===== src/pkg/ilc_pkg.sv =====
`default_nettype none
package ilc_pkg;
  // source population
  localparam int SRC_N = 24;
  localparam int EXT_N = 4;
  localparam int IDX_W = 5;
  localparam int PC_W  = 24;
  localparam int CCR_W = 8;
  localparam int CNT_W = 7;
  localparam int VEC_W = 8;
  ////////////////////////////////////////////////////////////////////////////
  // register byte offsets
  localparam logic [7:0] OFS_CTRL    = 8'h00;
  localparam logic [7:0] OFS_LEVEL_A = 8'h04;
  localparam logic [7:0] OFS_LEVEL_B = 8'h08;
  localparam logic [7:0] OFS_LEVEL_C = 8'h0C;
  localparam logic [7:0] OFS_ENABLE  = 8'h10;
  localparam logic [7:0] OFS_MASK    = 8'h14;
  localparam logic [7:0] OFS_STATUS  = 8'h18;
  localparam logic [7:0] OFS_PENDING = 8'h1C;
  // field positions
  localparam int MODE_LO_BIT = 0;
  localparam int MODE_HI_BIT = 1;
  localparam int WAIT_LSB    = 4;
  localparam int WAIT_W      = 4;
  localparam int MASK_I_BIT  = 0;
  localparam int MASK_UI_BIT = 1;
  localparam int LEVEL_W     = 8;
  // reset values
  localparam logic [7:0]       CTRL_RST   = 8'h00;
  localparam logic [1:0]       MASK_RST   = 2'h1;
  localparam logic [LEVEL_W-1:0] LEVEL_RST = 8'h00;
  localparam logic [SRC_N-1:0] ENABLE_RST = 24'h000000;
  ////////////////////////////////////////////////////////////////////////////
  // timing in states (one state is one clk cycle)
  localparam logic [CNT_W-1:0] PRIO_EXT_ST   = 7'h03;
  localparam logic [CNT_W-1:0] PRIO_INT_ST   = 7'h02;
  localparam logic [CNT_W-1:0] ACC_INT_ST    = 7'h01;
  localparam logic [CNT_W-1:0] ACC_EXT2_ST   = 7'h04;
  localparam logic [CNT_W-1:0] ACC_EXT3_BASE = 7'h06;
  typedef enum logic [1:0] {SP_INT = 2'h0, SP_EXT2 = 2'h1, SP_EXT3 = 2'h2} ilc_space_t;
  // gray along idle..fetch
  typedef enum logic [2:0] {
    ST_IDLE = 3'h0, ST_PRIO = 3'h1, ST_WAITI = 3'h3, ST_INTA = 3'h2,
    ST_STACK = 3'h6, ST_VECF = 3'h7, ST_INTB = 3'h5, ST_FETCH = 3'h4
  } ilc_state_t;
  typedef struct packed {
    logic                   busy;
    logic                   ackValid;
    logic [IDX_W-1:0]       ackIdx;
    logic                   push;
    logic [CCR_W+PC_W-1:0]  pushData;
    logic                   vecFetch;
    logic [PC_W-1:0]        vecAddr;
    logic                   handlerGo;
    logic [PC_W-1:0]        handlerAddr;
  } ilc_seq_t;
endpackage : ilc_pkg
`default_nettype wire


===== src/hw/ilc_ctrl.sv =====
// The AHB-Lite slave port and the register addresses were left to the implementer.
`default_nettype none
// What this block does
// - two mode bits: both zero gives mode 0, low bit one gives mode 1
// - a source reaches priority logic only while its enable bit is one
// - level 1 candidates are chosen before level 0; others stay pending
// - equal level ties resolve by fixed source order
// - mode 0: maskable requests accepted only while primary mask is zero
// - under masking, non-maskable and address break still get accepted
// - mode 1: level 0 enabled only when primary mask is zero
// - mode 1: level 1 enabled unless both mask bits are one
// - mode 1: secondary mask ignored while primary mask is zero
// - mode 1, both masks set: only non-maskable and address break pass
// - exception work starts only after the current instruction ends
// - push resume address and condition code onto the stack
// - mode 0: set primary mask after the stack save
// - mode 1: set both masks after the stack save
// - form vector address, read vector, start handler at its contents
// - priority takes three states for external, two for internal sources
// - instruction end wait lasts one state up to nineteen plus two accesses
// - one internal state after acceptance and one after the vector fetch
// - access costs 1 internal, 4 two-state external, 6+2m three-state
module ilc_ctrl #(
  parameter logic [7:0] VEC_NMI  = 8'h07,
  parameter logic [7:0] VEC_ABRK = 8'h08,
  parameter logic [7:0] VEC_BASE = 8'h10
) (
  input  wire logic                                 clk,
  input  wire logic                                 nrst,
  input  wire logic                                 hsel,
  input  wire logic [7:0]                           haddr,
  input  wire logic [1:0]                           htrans,
  input  wire logic                                 hwrite,
  input  wire logic [2:0]                           hsize,
  input  wire logic [31:0]                          hwdata,
  input  wire logic                                 hready,
  output logic                                      hreadyout,
  output logic                                      hresp,
  output logic [31:0]                               hrdata,
  input  wire logic                                 nmiPin,
  input  wire logic [ilc_pkg::EXT_N-1:0]            extPin,
  input  wire logic                                 abrkReq,
  input  wire logic [ilc_pkg::SRC_N-ilc_pkg::EXT_N-1:0] perReq,
  input  wire logic                                 insnDone,
  input  wire logic [ilc_pkg::PC_W-1:0]             resumePc,
  input  wire logic [ilc_pkg::CCR_W-1:0]            ccrIn,
  input  wire ilc_pkg::ilc_space_t                  memSpace,
  input  wire logic [ilc_pkg::PC_W-1:0]             vecData,
  output logic                                      iMask,
  output logic                                      uiMask,
  output ilc_pkg::ilc_seq_t                         seq
);
  ////////////////////////////////////////////////////////////////////////////
  // registers and internal nets
  logic [7:0]                 ctrl_q;
  logic [ilc_pkg::LEVEL_W-1:0] lvlA_q, lvlB_q, lvlC_q;
  logic [ilc_pkg::SRC_N-1:0]  enable_q;
  logic                       i_q, ui_q;
  logic                       wr_q;
  logic [7:0]                 addr_q;
  ilc_pkg::ilc_state_t        st_q, st_d;
  logic [ilc_pkg::CNT_W-1:0]  cnt_q, cnt_d;
  logic [7:0]                 vecNum_q;
  logic [ilc_pkg::IDX_W-1:0]  idx_q;
  logic [ilc_pkg::PC_W-1:0]   pc_q, handler_q;
  logic [ilc_pkg::CCR_W-1:0]  ccr_q;
  logic [ilc_pkg::EXT_N:0]    pinSync;
  logic [ilc_pkg::SRC_N-1:0]  reqAll, levelVec, cand, cand1, cand0;
  logic                       mode1, any1, any0, selValid, selExt, selMaskable, selLvl1;
  logic [ilc_pkg::IDX_W-1:0]  idx1, idx0, selIdx;
  logic [7:0]                 selNum;
  logic [ilc_pkg::CNT_W-1:0]  accCost, twoAcc;
  logic                       addrPhase, doWrite, hwSetMask;
  logic [31:0]                rdMux;
  ////////////////////////////////////////////////////////////////////////////
  // pins cross into clk through two flops before anyone looks
  ilc_sync #(.W(ilc_pkg::EXT_N + 1)) u_sync (
    .clk  (clk),
    .nrst (nrst),
    .din  ({nmiPin, extPin}),
    .dout (pinSync)
  );
  // levels live, never latched, so a mask or level write re-ranks at once
  assign reqAll   = {perReq, pinSync[ilc_pkg::EXT_N-1:0]};
  assign levelVec = {lvlC_q, lvlB_q, lvlA_q};
  assign mode1    = ctrl_q[ilc_pkg::MODE_LO_BIT];
  // candidates: enabled, then gated by the mask bits of the current mode
  always_comb
  begin
    for (int i = 0; i < ilc_pkg::SRC_N; i++)
    begin
      cand[i] = reqAll[i] & enable_q[i]
              & (~i_q
                 | (mode1 & levelVec[i] & ~ui_q));
    end
  end
  assign cand1 = cand & levelVec;
  assign cand0 = cand & ~levelVec;
  ilc_prio #(.N(ilc_pkg::SRC_N), .IW(ilc_pkg::IDX_W)) u_prio1 (
    .req   (cand1),
    .found (any1),
    .idx   (idx1)
  );
  ilc_prio #(.N(ilc_pkg::SRC_N), .IW(ilc_pkg::IDX_W)) u_prio0 (
    .req   (cand0),
    .found (any0),
    .idx   (idx0)
  );
  // winner: nmi, level 1, address break, level 0; masks never gate nmi or break
  always_comb
  begin
    selValid    = 1'b1;
    selExt      = 1'b0;
    selMaskable = 1'b0;
    selLvl1     = 1'b0;
    selIdx      = '0;
    selNum      = VEC_NMI;
    if (pinSync[ilc_pkg::EXT_N])
    begin
      selExt = 1'b1;
    end
    else if (any1)
    begin
      selMaskable = 1'b1;
      selLvl1     = 1'b1;
      selIdx      = idx1;
      selExt      = idx1 < ilc_pkg::IDX_W'(ilc_pkg::EXT_N);
      selNum      = VEC_BASE + 8'(idx1);
    end
    else if (abrkReq)
    begin
      selNum = VEC_ABRK;
    end
    else if (any0)
    begin
      selMaskable = 1'b1;
      selIdx      = idx0;
      selExt      = idx0 < ilc_pkg::IDX_W'(ilc_pkg::EXT_N);
      selNum      = VEC_BASE + 8'(idx0);
    end
    else
    begin
      selValid = 1'b0;
    end
  end
  ////////////////////////////////////////////////////////////////////////////
  // cost of one access for the space the sequencer reports
  always_comb
  begin
    case (memSpace)
      ilc_pkg::SP_INT:  accCost = ilc_pkg::ACC_INT_ST;
      ilc_pkg::SP_EXT2: accCost = ilc_pkg::ACC_EXT2_ST;
      ilc_pkg::SP_EXT3: accCost = ilc_pkg::ACC_EXT3_BASE
                          + {2'h0, ctrl_q[ilc_pkg::WAIT_LSB +: ilc_pkg::WAIT_W], 1'b0};
      default:          accCost = ilc_pkg::ACC_INT_ST;
    endcase
  end
  assign twoAcc = accCost << 1; // two accesses per stack, vector, fetch step
  // sequencer next state
  always_comb
  begin
    st_d  = st_q;
    cnt_d = cnt_q - 7'h01;
    case (st_q)
      ilc_pkg::ST_IDLE:
      begin
        cnt_d = '0;
        if (selValid)
        begin
          st_d  = ilc_pkg::ST_PRIO;
          cnt_d = (selExt ? ilc_pkg::PRIO_EXT_ST : ilc_pkg::PRIO_INT_ST) - 7'h01;
        end
      end
      ilc_pkg::ST_PRIO:
      begin
        if (!selValid)
        begin
          st_d = ilc_pkg::ST_IDLE; // source withdrew before acceptance
        end
        else if (cnt_q == '0)
        begin
          st_d = ilc_pkg::ST_WAITI;
        end
      end
      ilc_pkg::ST_WAITI:
      begin
        cnt_d = '0;
        if (insnDone)
        begin
          st_d = ilc_pkg::ST_INTA;
        end
      end
      ilc_pkg::ST_INTA:
      begin
        st_d  = ilc_pkg::ST_STACK;
        cnt_d = twoAcc - 7'h01;
      end
      ilc_pkg::ST_STACK:
      begin
        if (cnt_q == '0)
        begin
          st_d  = ilc_pkg::ST_VECF;
          cnt_d = twoAcc - 7'h01;
        end
      end
      ilc_pkg::ST_VECF:
      begin
        if (cnt_q == '0)
        begin
          st_d = ilc_pkg::ST_INTB;
        end
      end
      ilc_pkg::ST_INTB:
      begin
        st_d  = ilc_pkg::ST_FETCH;
        cnt_d = twoAcc - 7'h01;
      end
      ilc_pkg::ST_FETCH:
      begin
        if (cnt_q == '0)
        begin
          st_d = ilc_pkg::ST_IDLE;
        end
      end
      default:
      begin
        st_d  = ilc_pkg::ST_IDLE;
        cnt_d = '0;
      end
    endcase
  end
  always_ff @(posedge clk or negedge nrst)
  begin
    if (!nrst)
    begin
      st_q  <= ilc_pkg::ST_IDLE;
      cnt_q <= '0;
    end
    else
    begin
      st_q  <= st_d;
      cnt_q <= cnt_d;
    end
  end
  // winner frozen at the end of ranking; losers simply stay pending
  always_ff @(posedge clk or negedge nrst)
  begin
    if (!nrst)
    begin
      vecNum_q  <= '0;
      idx_q     <= '0;
      pc_q      <= '0;
      ccr_q     <= '0;
      handler_q <= '0;
    end
    else
    begin
      if (st_q == ilc_pkg::ST_PRIO && st_d == ilc_pkg::ST_WAITI)
      begin
        vecNum_q <= selNum;
        idx_q    <= selIdx;
      end
      if (st_q == ilc_pkg::ST_WAITI && insnDone)
      begin
        pc_q  <= resumePc;
        ccr_q <= ccrIn;
      end
      if (st_q == ilc_pkg::ST_VECF && cnt_q == '0)
      begin
        handler_q <= vecData;
      end
    end
  end
  // sequencer outputs, all registered pulses or levels
  always_ff @(posedge clk or negedge nrst)
  begin
    if (!nrst)
    begin
      seq <= '0;
    end
    else
    begin
      seq.busy      <= st_d != ilc_pkg::ST_IDLE;
      seq.ackValid  <= st_q == ilc_pkg::ST_PRIO && st_d == ilc_pkg::ST_WAITI && selMaskable;
      seq.ackIdx    <= selIdx;
      seq.push      <= st_q == ilc_pkg::ST_INTA;
      seq.pushData  <= {ccr_q, pc_q};
      seq.vecFetch  <= st_q == ilc_pkg::ST_STACK && cnt_q == '0;
      seq.vecAddr   <= {14'h0000, vecNum_q, 2'h0};
      seq.handlerGo <= st_q == ilc_pkg::ST_FETCH && cnt_q == '0;
      seq.handlerAddr <= handler_q;
    end
  end
  ////////////////////////////////////////////////////////////////////////////
  // ahb-lite slave, zero wait, always okay
  assign addrPhase = hsel & htrans[1] & hready;
  assign doWrite   = wr_q;
  assign hwSetMask = st_q == ilc_pkg::ST_STACK && cnt_q == '0;
  assign hreadyout = 1'b1;
  assign hresp     = 1'b0;
  assign iMask     = i_q;
  assign uiMask    = ui_q;
  always_ff @(posedge clk or negedge nrst)
  begin
    if (!nrst)
    begin
      wr_q   <= 1'b0;
      addr_q <= '0;
    end
    else
    begin
      wr_q   <= addrPhase & hwrite & (hsize == 3'h2);
      addr_q <= haddr;
    end
  end
  // config registers steered by software
  always_ff @(posedge clk or negedge nrst)
  begin
    if (!nrst)
    begin
      ctrl_q   <= ilc_pkg::CTRL_RST;
      lvlA_q   <= ilc_pkg::LEVEL_RST;
      lvlB_q   <= ilc_pkg::LEVEL_RST;
      lvlC_q   <= ilc_pkg::LEVEL_RST;
      enable_q <= ilc_pkg::ENABLE_RST;
    end
    else if (doWrite)
    begin
      case (addr_q)
        ilc_pkg::OFS_CTRL:    ctrl_q   <= hwdata[7:0];
        ilc_pkg::OFS_LEVEL_A: lvlA_q   <= hwdata[7:0];
        ilc_pkg::OFS_LEVEL_B: lvlB_q   <= hwdata[7:0];
        ilc_pkg::OFS_LEVEL_C: lvlC_q   <= hwdata[7:0];
        ilc_pkg::OFS_ENABLE:  enable_q <= hwdata[ilc_pkg::SRC_N-1:0];
        default:              ctrl_q   <= ctrl_q;
      endcase
    end
  end
  // mask bits: hardware set after the stack save beats a same-cycle write
  always_ff @(posedge clk or negedge nrst)
  begin
    if (!nrst)
    begin
      i_q  <= ilc_pkg::MASK_RST[ilc_pkg::MASK_I_BIT];
      ui_q <= ilc_pkg::MASK_RST[ilc_pkg::MASK_UI_BIT];
    end
    else if (hwSetMask)
    begin
      i_q  <= 1'b1;
      ui_q <= mode1 | (doWrite && addr_q == ilc_pkg::OFS_MASK ? hwdata[ilc_pkg::MASK_UI_BIT] : ui_q);
    end
    else if (doWrite && addr_q == ilc_pkg::OFS_MASK)
    begin
      i_q  <= hwdata[ilc_pkg::MASK_I_BIT];
      ui_q <= hwdata[ilc_pkg::MASK_UI_BIT];
    end
  end
  // read data sampled in the address phase; unmapped reads return zero
  always_comb
  begin
    case (haddr)
      ilc_pkg::OFS_CTRL:    rdMux = {24'h000000, ctrl_q};
      ilc_pkg::OFS_LEVEL_A: rdMux = {24'h000000, lvlA_q};
      ilc_pkg::OFS_LEVEL_B: rdMux = {24'h000000, lvlB_q};
      ilc_pkg::OFS_LEVEL_C: rdMux = {24'h000000, lvlC_q};
      ilc_pkg::OFS_ENABLE:  rdMux = {8'h00, enable_q};
      ilc_pkg::OFS_MASK:    rdMux = {30'h00000000, ui_q, i_q};
      ilc_pkg::OFS_STATUS:  rdMux = {16'h0000, vecNum_q, 3'h0, selValid, 1'b0, st_q};
      ilc_pkg::OFS_PENDING: rdMux = {8'h00, reqAll & enable_q};
      default:              rdMux = 32'h00000000;
    endcase
  end
  always_ff @(posedge clk or negedge nrst)
  begin
    if (!nrst)
    begin
      hrdata <= '0;
    end
    else if (addrPhase && !hwrite)
    begin
      hrdata <= rdMux;
    end
  end
  ////////////////////////////////////////////////////////////////////////////
  // checks
  logic startPrio;
  assign startPrio = st_q == ilc_pkg::ST_IDLE && selValid;
endmodule : ilc_ctrl
`default_nettype wire


===== src/hw/ilc_prio.sv =====
`default_nettype none
module ilc_prio #(
  parameter int N = 8,
  parameter int IW = 3
) (
  input  wire logic [N-1:0]  req,
  output logic               found,
  output logic [IW-1:0]      idx
);
  // lowest index wins: fixed default order, index 0 first
  always_comb
  begin
    found = 1'b0;
    idx   = '0;
    for (int i = N - 1; i >= 0; i--)
    begin
      if (req[i])
      begin
        found = 1'b1;
        idx   = IW'(i);
      end
    end
  end
endmodule : ilc_prio
`default_nettype wire


===== src/hw/ilc_sync.sv =====
`default_nettype none
module ilc_sync #(
  parameter int W = 1
) (
  input  wire logic         clk,
  input  wire logic         nrst,
  input  wire logic [W-1:0] din,
  output logic      [W-1:0] dout
);
  logic [W-1:0] meta_q;
  // two flops per pin; only the second stage is read
  always_ff @(posedge clk or negedge nrst)
  begin
    if (!nrst)
    begin
      meta_q <= '0;
      dout   <= '0;
    end
    else
    begin
      meta_q <= din;
      dout   <= meta_q;
    end
  end
endmodule : ilc_sync
`default_nettype wire


===== config.mk =====
export PLATFORM = sky130hd
export DESIGN_NAME = ilc_ctrl
export DESIGN_NICKNAME = d
export VERILOG_FILES = /design/src/pkg/ilc_pkg.sv /design/src/hw/ilc_ctrl.sv /design/src/hw/ilc_prio.sv /design/src/hw/ilc_sync.sv
export SDC_FILE = /design/constraint.sdc
export NUM_CORES = 1
export LEC_CHECK = 0
export ABC_AREA = 1
export BUFFER_PORTS_ARGS = -buffer_cell sky130_fd_sc_hd__buf_2
export CAP_MARGIN = 20
export CORE_ASPECT_RATIO = 0.9
export CORE_MARGIN = 5
export CORE_UTILIZATION = 48
export CTS_CLUSTER_SIZE = 12
export DETAILED_ROUTE_END_ITERATION = 10
export GPL_TIMING_DRIVEN = 0
export PLACE_DENSITY = 0.74
export SYNTH_ARGS = -nofsm -noshare
export SYNTH_HDL_FRONTEND = slang
export SYNTH_SLANG_ARGS = --single-unit
export TNS_END_PERCENT = 30

===== constraint.sdc =====
create_clock -name clk -period 2.64 [get_ports clk]
set_input_delay 0.132 -clock clk [delete_from_list [all_inputs] [get_ports clk]]
set_output_delay 0.132 -clock clk [all_outputs]
set_load 0.01 [all_outputs]

# == Yosys cells after proc, flatten, opt, wreduce, memory -nomap -nowiden ==
# Cells that the tools add are included.
# word_totals
register_bits,257
input_bits,135
output_inout_bits,126
wordCells,343
# classes
addsub,6
order_cmp,2
eq_ne,23
n_mux,133
bitwise_logic,131
n_reduce_logical,21
# op_table
operator,count
$mux W5,52
$pmux W24 S8,1
$and A1 B1 Y1,100
$and A24 B24 Y24,3
$mux W1,64
$eq A8 B5 Y1 const B,6
$eq A8 B4 Y1 const B,4
$pmux W7 S4,1
$or A1 B1 Y1,25
$mux W6,4
$not A24 Y24,1
$pmux W3 S8,1
$mux W3,7
$eq A8 B3 Y1 const B,2
$logic_not A8 Y1,2
$mux W7,2
$sub A7 B1 Y7 const B,2
$add A5 B5 Y6 const A,2
$eq A3 B2 Y1 const B,4
$eq A3 B3 Y1 const B,4
$pmux W6 S2,1
$lt A5 B3 Y1 const B,2
$reduce_and A2 Y1,5
$logic_and A1 B1 Y1,8
other kinds (12),13

# == Logic depth before layout (Yosys ltp) ==
# Gate-level depths: netlist of the first run.
# depth
depth_word,38
ltp_mapped,31
mapped_depth_nobuf,31

# == Hierarchy ==
# Synthesis of the first run repeated with hierarchy kept, for this count alone.
# hier_totals
hier_cells,1246
area_unflattened_um2,11267.1
# by_module_without_submodules
module,instances,cells_each,area_per_inst_um2,seq_area_each_um2
ilc_ctrl,1,1078,10368.7,5881.9
ilc_prio,2,79,324.1,0.0
ilc_sync,1,10,250.2,250.2

# == Worst setup path before layout of the first run ==
# No wires, ideal clock.
# synth_timing
kind,reg-to-reg
start,"register i_q, in the netlist iMask"
end,register vecNum_q[0]
setup_time_ps,116
t_arrival_ps,2450
required_time_ps,2524
setup_slack_ps,74
stages_incl_launch_ff,18
n_path_buf,1
synth_period_minus_slack_ps,2566
cell_sequence,dfstp_2 -> inv_2 -> buf_6 -> o2111ai_1 -> nand2_1 -> nor2_2 -> nand2_2 -> nor3_4 -> inv_2 -> nor2_4 -> inv_2 -> nor3_4 -> inv_2 -> nand4_2 -> nor2_4 -> or2_0 -> clkinv_1 -> nor2_2
# synth_between
elab_chain_cells,36
elab_cells_between_ends,162
cone_classes,2 x add/sub; 1 x eq/ne; 107 x mux; 51 x bitwise; 1 x reduce/logical
# synth_lines
element,line_no,rtl
from (decl),ilc_ctrl.sv:58,"logic i_q, ui_q;"
from (signal assigned),ilc_ctrl.sv:344,i_q <= ilc_pkg::MASK_RST[ilc_pkg::MASK_I_BIT];
from (signal assigned),ilc_ctrl.sv:354,i_q <= hwdata[ilc_pkg::MASK_I_BIT];
$not A1 Y1 *,ilc_ctrl.sv:93,& (~i_q
$or A1 B1 Y1,ilc_ctrl.sv:94,| (mode1 & levelVec[i] & ~ui_q));
$and A1 B1 Y1,ilc_ctrl.sv:93,
$and A24 B24 Y24,ilc_ctrl.sv:98,assign cand0 = cand & ~levelVec;
$mux W1 (24 in a row),ilc_prio.sv:17,if (req[i])
$mux W1,ilc_ctrl.sv:134,else if (any0)
$mux W1,ilc_ctrl.sv:130,else if (abrkReq)
$mux W1,ilc_ctrl.sv:122,else if (any1)
$mux W1,ilc_ctrl.sv:118,if (pinSync[ilc_pkg::EXT_N])
$mux W3 (on tied branches),"ilc_ctrl.sv:176, ilc_ctrl.sv:168",
$pmux W3 S8,ilc_ctrl.sv:164,case (st_q)
$eq A3 B2 Y1,ilc_ctrl.sv:258,if (st_q == ilc_pkg::ST_PRIO && st_d == ilc_pkg::ST_WAITI)
$logic_and A1 B1 Y1,ilc_ctrl.sv:258,
to (signal assigned),ilc_ctrl.sv:260,vecNum_q <= selNum;
to (decl),ilc_ctrl.sv:63,logic [7:0] vecNum_q;
# Every way passes the cells marked *; elsewhere a longest branch is shown, timed or not.
# A chain may end at the register's enable or synchronous reset.

# == Final worst setup path of the first run ==
# Ends and elaborated chain as after synthesis.

==> PnR_summary.wiki, run 1 <==
{| class="wikitable"
! Metric !! Value
|-
| Launch point of the worst reg-to-reg path || iMask
|-
| Fraction of layout cells with a size suffix above 1 || 30.6%
|-
| Actual transition at the worst max-transition pin || 1.10 ns
|-
| CTS H-tree depth || 1
|-
| Max Clock Skew || 0.0102 ns
|-
| Startpoint class of the critical path || flip-flop
|-
| Crit-path slowest cell || sky130_fd_sc_hd__dfstp_2
|-
| Slowest cell delay on critical path || 0.60 ns
|-
| Fraction of power consumed by sequential logic || 49.0%
|-
| Share of total power in the clock network || 34.5%
|-
| Distinct cells, synth || 51
|-
| Wire length of the first global-routing pass || 49000 µm
|-
| Hold Path Origin || hwdata[1]
|-
| Async set-reset flop share out of synthesis || 100%
|-
| Deepest clock path buffer count || 3
|-
| RSZ-0062 raised after global routing || yes
|-
| Share of the clock period used by the worst path after layout || 107%
|-
| Worst path required time || 3.06 ns
|-
| Net Switching || 2.44 mW
|-
| Total count of hold-check failures in the final report || 0
|-
| Overall overflow remaining after global route || 0
|-
| Standard cell core area || 21500 µm²
|-
| Post-synth top area share || 58.6%
|-
| EDFF count, synth || 0
|-
| Clock-pin slew on the worst setup and hold paths || 0.06 ns
|-
| Final critical delay including setup and external delays || 2.83 ns
|-
| Via count of the first global-routing pass || 9294
|-
| Overall fraction of global-route tracks in use || 25.3%
|-
| Post-detailed-route DRC marker count || 0
|-
| Post-Place Worst Slack || -0.506 ns
|-
| Maximum net fanout on the critical path || 10
|-
| Switching part of the total || 26.1%
|-
| Internal power || 6.89 mW
|-
| Post-synthesis register bit count || 245
|-
| Slew headroom || 25.0%
|-
| Initial antenna violation count || 0
|-
| Inserted Diodes || 0
|-
| Row cnt || 51
|-
| Startpoint of the worst setup timing path || iMask
|-
| Most instantiated flip-flop cell in the synthesis netlist || sky130_fd_sc_hd__dfrtp_1
|-
| Most area-consuming cells after synthesis || sky130_fd_sc_hd__dfrtp_1 (59%), sky130_fd_sc_hd__nand2_1 (8.0%), sky130_fd_sc_hd__mux2_2 (6.3%)
|-
| Max Clk Rate || 0.353 GHz
|-
| Drt via density || 5.26
|-
| Cell breakdown of the critical path || clkinv_4 -> buf_12 -> buf_6 -> buf_6 -> nand4_1 -> nand2_1 -> nor2_2 -> nand2_1 -> nor3_2 -> inv_2 -> nor3_4 -> inv_2 -> nand4_4 -> nor2_4 -> or2_0 -> clkinv_1 -> nor2_2
|-
| Antenna-violating nets left || 0
|-
| Slack of the critical path || -0.194 ns
|-
| Cell at the root of the clock tree || sky130_fd_sc_hd__clkbuf_16
|-
| Height of the die || 150 µm
|-
| Count of maximum capacitance violations || 0
|-
| Number of standard cells after synthesis || 1043
|-
| Most instantiated library cell after synthesis || sky130_fd_sc_hd__dfrtp_1
|-
| Number of warnings printed during yosys synthesis || 0
|-
| Filler cell count || 1695
|-
| Top-Level Pins || 261
|-
| Area added between synthesis and finish || 39.2%
|-
| 1st-iter DRT viols || 813
|-
| Starting density of the core || 48.5%
|-
| Data arrival time of the worst path || 3.26 ns
|-
| Clk_lat worst skew || 0.53 ns
|-
| Area leader, netlist || sky130_fd_sc_hd__dfrtp_1
|-
| HPWL after detailed placement || 22200 µm
|-
| Sum of internal, switching and leakage power || 9.33 mW
|-
| Routed length per placed instance || 18.1 µm
|-
| Router iterations before antenna repair || 5
|-
| Run status || complete, but fails checks
|-
| Overall die area || 24800 µm²
|-
| Leakage power of the design || 7.55 nW
|-
| Type of the setup path with the least slack || flip-flop to flip-flop
|-
| Clock tree from TritonCTS || done
|-
| Violations in the final reports || negative setup slack
|-
| Final setup violation count || 15
|-
| Inserted Clock Buffers || 25
|-
| Average cell area after synthesis || 9.99 µm²
|-
| CP endpoint kind || flip-flop
|-
| Placer Congestion || 0.978
|-
| Number of input and output port buffers inserted || 223
|-
| Fin Setup TNS || -1.28 ns
|-
| IR drop worst, VDD || 0.512 mV
|-
| Post-synthesis instance area || 10400 µm²
|-
| Via count || 9206
|-
| Net count, final || 1593
|-
| Synth cell count leaders || sky130_fd_sc_hd__dfrtp_1 (244), sky130_fd_sc_hd__nand2_1 (222), sky130_fd_sc_hd__inv_1 (92), sky130_fd_sc_hd__o21ai_0 (80), sky130_fd_sc_hd__nor2_1 (68)
|-
| Largest net degree at the start of global routing || 112
|-
| Max-slew violation count || 0
|-
| Sequential cell area fraction in the yosys report || 58.8%
|-
| Class of the tightest hold or removal check || input pin to flip-flop
|-
| Final hold slack || 0.0142 ns
|-
| Die extent in x || 165 µm
|-
| Sink Count || 245
|-
| Part of the power in combinational logic || 16.5%
|-
| Final Util || 67.5%
|-
| Total wire length || 31700 µm
|-
| P per Cell Area || 643 nW/µm²
|}
routing by layer:
layer  track usage (%)  vias up  share of wire (%)
met5                 0        -                  0
met4              8.37        0                3.7
met3              5.95       71                9.5
met2              40.6      414                 47
met1              34.3     4443                 40
li1                  -     4278                  -
logic make-up (layout without fill, tap and decap cells):
logic type	Yosys count	in the layout	share of synthesized area, %
compound gates	184	184	10.7
mux	58	58	6.27
xor+xnor	7	7	0.588
flops	245	245	58.8
fa+ha+maj	5	5	0.600
other cells	2	28	0.0721
buf+inv	156	547	6.82
simple gates	386	386	16.1
area by class of cell:
cell class / count / area, µm² / area share [%]
sequential: 245 / 6130 / 42.3
multi-input combinational: 668 / 4060 / 28.0
timing repair buffer: 357 / 2470 / 17.0
clock buffer: 30 / 654 / 4.51
inverter: 102 / 393 / 2.71
buffer: 54 / 377 / 2.60
tap: 291 / 364 / 2.51
clock inverter: 4 / 63.8 / 0.440
power groups by stage:
stage	Clock, mW	Sequential (mW)	Combinational [mW]
6_report	3.22	4.57	1.54
5_1_grt	3.44	4.64	1.71
4_1_cts	3.28	4.57	1.54
3_5_place_dp	0	4.63	1.41
3_3_place_gp	0	4.59	1.35
2_1_floorplan	0	4.71	0.672
layout by cell type, fill, tap and decap left out, types with 6 or more instances in the layout:
cell type                       count
sky130_fd_sc_hd__dlygate4sd3_1     96
sky130_fd_sc_hd__nand4_1           27
sky130_fd_sc_hd__dfrtp_1          244
sky130_fd_sc_hd__nor2_1            63
sky130_fd_sc_hd__a21oi_1           37
sky130_fd_sc_hd__nor4_1             6
sky130_fd_sc_hd__clkbuf_16         25
sky130_fd_sc_hd__o21ai_0           78
sky130_fd_sc_hd__nor3_1            13
sky130_fd_sc_hd__nand2_2           12
sky130_fd_sc_hd__buf_2            222
sky130_fd_sc_hd__buf_4             58
sky130_fd_sc_hd__clkbuf_1          20
sky130_fd_sc_hd__o22ai_1           16
sky130_fd_sc_hd__o2111ai_4         14
sky130_fd_sc_hd__a22o_1             9
sky130_fd_sc_hd__conb_1            28
sky130_fd_sc_hd__inv_1             90
sky130_fd_sc_hd__mux2_2            58
sky130_fd_sc_hd__nor2_4             7
sky130_fd_sc_hd__nand3_1           29
sky130_fd_sc_hd__nand2_1          211
sky130_fd_sc_hd__inv_2              6
timing repair:
action / in CTS / in global routing
pin swaps: 30 / 9
resized for setup: 73 / 16
setup buffers: 23 / 11
hold buffers: 96 / 0
cloned: 1 / 0
endpoints found under the hold margin: 251 / 0
endpoints found under the setup margin: 15 / 20
stage by stage:
step / cells / instance area [µm²]
finish: 1751 / 14500
global route: 1751 / 14500
CTS: 1739 / 14300
detailed placement: 1585 / 12100
global placement: 1583 / 12000
floorplan: 1069 / 10500
final timing paths:
path | end | slack (ns) | cells past startpoint
worst max-delay path | vecNum_q[0] | -0.19 | 17
worst min-delay path | enable_q[1] | 0.01 | 3
worst max register to register | vecNum_q[0] | -0.19 | 17
worst min register to register | u_sync.dout[3] | 0.35 | 0
max in group asynchronous | seq[0] | 1.29 | 4
min in group asynchronous | addr_q[0] | 0.06 | 2
state kept, by name, summed over array words and instances, names as in the netlist, 3 cells and up:
name,count
handler_q,24
st_q,3
u_sync.meta_q,5
ccr_q,8
pc_q,24
hrdata,24
cnt_q,7
u_sync.dout,5
lvlA_q,8
seq,72
enable_q,24
addr_q,8
ctrl_q,8
lvlC_q,8
lvlB_q,8
vecNum_q,6
worst max-delay path, delay by kind of cell (launching register included):
| family | cells | cell delay [ns] |
|---|---|---|
| buffers and inverters | 7 | 0.79 |
| flip-flops | 1 | 0.60 |
| AND/OR/NAND/NOR | 10 | 1.34 |
No activity file was read; power rests on OpenSTA's default activity.
==> run 2, diff against run 1 <==
Settings changed: ABC_AREA 1 to unset.
==> run 2 against run 1 <==
The flow still finishes with violations (negative setup slack). Clock power increased by 8.1%. Global-route usage about the same. Via count decreased by 2.6%. First-iteration DRC count decreased by 13%. Clock-buffer cell count increased by 5. Maximum frequency decreased by 0.45%. Clock skew increased by 0.0096 ns. Critical path depth decreased by 10. Critical endpoint is now vecNum_q[5]. Highest routed layer unchanged.
==> PnR_summary.wiki, run 2 <==
{| class="wikitable"
! Metric !! Value
|-
| Clk_lat worst skew || 0.54 ns (about the same)
|-
| HPWL after detailed placement || 22100 µm (-0.30%)
|-
| Global-route met2 utilization || 43.5% (+2.9 points)
|-
| Initial antenna violation count || 1 (+1)
|-
| RSZ-0062 raised after global routing || yes
|-
| Synth cell count leaders || sky130_fd_sc_hd__dfrtp_1 (244), sky130_fd_sc_hd__mux2_2 (108), sky130_fd_sc_hd__nand2_1 (66), sky130_fd_sc_hd__nor2_1 (41), sky130_fd_sc_hd__o21ai_0 (38)
|-
| Internal power || 7.08 mW (+2.7%)
|-
| Post-synthesis register bit count || 245 (unchanged)
|-
| Router iterations before antenna repair || 5 (unchanged)
|-
| Data arrival time of the worst path || 3.26 ns (about the same)
|-
| Overall die area || 25400 µm² (+2.5%)
|-
| Slowest cell delay on critical path || 0.59 ns (about the same)
|-
| Area added between synthesis and finish || 39.3%
|-
| Launch point of the worst reg-to-reg path || iMask
|-
| Violations in the final reports || negative setup slack
|-
| Starting density of the core || 49.2% (+0.69 points)
|-
| Average cell area after synthesis || 11.9 µm² (+19%)
|-
| Switching part of the total || 26.4% (+0.28 points)
|-
| Crit-path slowest cell || sky130_fd_sc_hd__dfstp_2
|-
| Largest net degree at the start of global routing || 95 (-15%)
|-
| Placer Congestion || 0.947 (-3.2%)
|-
| Top-Level Pins || 261 (unchanged)
|-
| Commonest cells after routing, fill and taps aside || sky130_fd_sc_hd__dfrtp_1 (244), sky130_fd_sc_hd__buf_2 (226), sky130_fd_sc_hd__mux2_2 (108), sky130_fd_sc_hd__dlygate4sd3_1 (108), sky130_fd_sc_hd__nand2_1 (65)
|-
| Final critical delay including setup and external delays || 2.85 ns (+0.0128 ns)
|-
| Distinct cells, synth || 72 (+41%)
|-
| Post-synth top area share || 57.1% (-1.5 points)
|-
| Most area-consuming cells after synthesis || sky130_fd_sc_hd__dfrtp_1 (57%), sky130_fd_sc_hd__mux2_2 (11%), sky130_fd_sc_hd__nand2_1 (2.3%)
|-
| Number of input and output port buffers inserted || 222 (-0.45%)
|-
| 1st-iter DRT viols || 711 (-13%)
|-
| Most prevalent standard cell on the critical path || sky130_fd_sc_hd__or4_4
|-
| Global-route met1 utilization || 32.4% (-1.9 points)
|-
| Filler cell count || 1560 (-8.0%)
|-
| Layer with the highest usage after global routing || met2
|-
| Share of the clock period used by the worst path after layout || 108% (+0.49 points)
|-
| Worst r2r dst || vecNum_q[5]
|-
| Final setup violation count || 15 (unchanged)
|-
| Worst hold path depth || 4 (+1)
|-
| Hold Path Sink || hrdata[8]
|-
| Via count of the first global-routing pass || 9492 (+2.1%)
|-
| Slew headroom || 33.1% (+8.1 points)
|-
| Height of the die || 152 µm (+1.2%)
|-
| Area leader, netlist || sky130_fd_sc_hd__dfrtp_1
|-
| Inserted Clock Buffers || 26 (+4.0%)
|-
| Sink Count || 245 (unchanged)
|-
| Wire length of the first global-routing pass || 51400 µm (+4.9%)
|-
| Slack of the critical path || -0.206 ns (-0.0128 ns)
|-
| Post-synthesis instance area || 10700 µm² (+2.6%)
|-
| CP endpoint kind || flip-flop
|-
| Cell breakdown of the critical path || buf_8 -> a22oi_2 -> or4_4 -> or4_4 -> o41ai_4 -> buf_4 -> mux2_4
|-
| IR drop worst, VDD || 0.642 mV (+25%)
|-
| Standard cell core area || 21800 µm² (+1.2%)
|-
| Number of standard cells after synthesis || 898 (-14%)
|-
| Net Switching || 2.54 mW (+4.2%)
|-
| Max Clk Rate || 0.351 GHz (-0.45%)
|-
| Most instantiated flip-flop cell in the synthesis netlist || sky130_fd_sc_hd__dfrtp_1
|-
| Overall fraction of global-route tracks in use || 25.4% (about the same)
|-
| Number of warnings printed during yosys synthesis || 0 (unchanged)
|-
| Leakage power of the design || 7.13 nW (-5.6%)
|-
| Largest reg by FF count || seq
|-
| Fraction of power consumed by sequential logic || 47.7% (-1.3 points)
|-
| Run status || complete, but fails checks
|-
| Count of maximum capacitance violations || 0 (unchanged)
|-
| Clock tree from TritonCTS || done
|-
| Sequential cell area fraction in the yosys report || 57.3% (-1.5 points)
|-
| Actual transition at the worst max-transition pin || 0.996 ns (-0.101 ns)
|-
| Die extent in x || 167 µm (+1.2%)
|-
| Global routing met3 resource utilization || 5.63% (-0.32 points)
|-
| Fraction of layout cells with a size suffix above 1 || 38.0% (+7.4 points)
|-
| EDFF count, synth || 0 (unchanged)
|-
| Total count of hold-check failures in the final report || 0 (unchanged)
|-
| Total wire length || 32600 µm (+2.9%)
|-
| Part of the power in combinational logic || 16.1% (-0.4 points)
|-
| Final Util || 68.5% (+1.0 points)
|-
| Antenna-violating nets left || 0 (unchanged)
|-
| Clock-pin slew on the worst setup and hold paths || 0.06 ns (about the same)
|-
| Worst path required time || 3.05 ns (about the same)
|-
| Commonest non-fill, non-tap cell in the layout || sky130_fd_sc_hd__dfrtp_1
|-
| Startpoint class of the critical path || flip-flop
|-
| Class of the tightest hold or removal check || input pin to flip-flop
|-
| Net count, final || 1449 (-9.0%)
|-
| Post-detailed-route DRC marker count || 0 (unchanged)
|-
| Max-slew violation count || 0 (unchanged)
|-
| Via count || 8963 (-2.6%)
|-
| Max Clock Skew || 0.0197 ns (+0.00955 ns)
|-
| Overall overflow remaining after global route || 0 (unchanged)
|-
| CTS H-tree depth || 1 (unchanged)
|-
| Drt via density || 5.55 (+5.6%)
|-
| Most instantiated library cell after synthesis || sky130_fd_sc_hd__dfrtp_1
|-
| Deepest clock path buffer count || 3 (unchanged)
|-
| Type of the setup path with the least slack || flip-flop to flip-flop
|-
| Maximum net fanout on the critical path || 5 (-5)
|-
| Row cnt || 51 (unchanged)
|-
| Async set-reset flop share out of synthesis || 100% (unchanged)
|-
| Routed length per placed instance || 20.2 µm (+12%)
|-
| P per Cell Area || 645 nW/µm² (+0.34%)
|-
| Depth of the worst register-to-register path || 7 (-10)
|-
| Post-Place Worst Slack || -0.634 ns (-0.128 ns)
|-
| Setup slack, reg-to-reg || -0.21 ns (about the same)
|-
| Max FFs per register || 72 (unchanged)
|-
| Cell at the root of the clock tree || sky130_fd_sc_hd__clkbuf_16
|-
| Share of total power in the clock network || 36.2% (+1.7 points)
|-
| Hold Path Origin || perReq[4]
|}
[run 2: per-stage QoR]
| step | instances | power [mW] | hold WS (ns) | setup TNS [ns] | cell area [µm²] |
|---|---|---|---|---|---|
| after detailed placement | 1443 | 5.98 | 0.137 | -10.21 | 12400 |
| after global routing | 1614 | 10.1 | 0.0601 | -3.01 | 14900 |
| after CTS | 1612 | 9.61 | 0.0159 | -1.03 | 14800 |
| after global placement | 1437 | 5.90 | 0.241 | -683.20 | 12300 |
| after floorplan | 924 | 5.33 | -0.164 | -0.0408 | 10800 |
| final | 1614 | 9.62 | 0.0343 | -1.87 | 14900 |
[run 2: metal layers]
metal,vias up,part of all wire (%)
met3,74,8.0
met5,-,0
met2,403,49
met4,0,3.5
met1,4410,39
li1,4076,-
[run 2: power groups by stage]
stage / clock, mW / sequential [mW] / combinational [mW]
after floorplan: 0 / 4.69 / 0.643
after global placement: 0 / 4.60 / 1.30
after detailed placement: 0 / 4.63 / 1.35
after CTS: 3.53 / 4.57 / 1.51
after global routing: 3.71 / 4.65 / 1.71
final: 3.48 / 4.59 / 1.55
[run 2: worst max-delay path: cells and delay by family, from the launching register on]
kind / cells / cell delay (ns)
AND/OR/NAND/NOR: 2 / 1.06
flip-flops: 1 / 0.59
AO/OA/AOI/OAI: 2 / 0.42
buffers and inverters: 2 / 0.35
multiplexers: 1 / 0.29
[run 2: worst max-delay path by stage]
stage           from          end  cells after the start
6_report       iMask  vecNum_q[5]                      7
5_1_grt        iMask      seq[89]                     11
4_1_cts        iMask  vecNum_q[5]                      8
3_5_place_dp   iMask  vecNum_q[1]                      9
3_3_place_gp    nrst     pc_q[10]                      1
2_1_floorplan  iMask  vecNum_q[5]                      8
[run 2: cells by family (layout without fill, tap and decap cells)]
kind of cell / after synthesis / after routing / share of synthesized area [%]
xor+xnor: 5 / 5 / 0.409
buf+inv: 85 / 483 / 4.18
mux: 114 / 114 / 12.0
compound gates: 185 / 185 / 12.0
simple gates: 257 / 257 / 13.5
other cells: 2 / 29 / 0.0702
flops: 245 / 245 / 57.3
fa+ha+maj: 5 / 5 / 0.585
[run 2: timing repair]
item,4_1_cts,5_1_grt
endpoints found under the setup margin,36,55
setup buffers,20,2
pin swaps,10,8
hold endpoints to repair,216,0
hold buffers,108,0
cloned,2,0
gates resized for setup,55,35
[run 2: final cells by class]
type | instances | area [µm²] | area share (%)
Sequential cell | 245 | 6130 | 41.1
Multi-Input combinational cell | 594 | 4620 | 31.0
Timing Repair Buffer | 359 | 2490 | 16.7
Clock buffer | 35 | 724 | 4.86
Buffer | 65 | 424 | 2.85
Tap cell | 291 | 364 | 2.44
Clock inverter | 6 | 82.6 | 0.554
Inverter | 18 | 67.6 | 0.453
Antenna cell | 1 | 2.50 | 0.0168
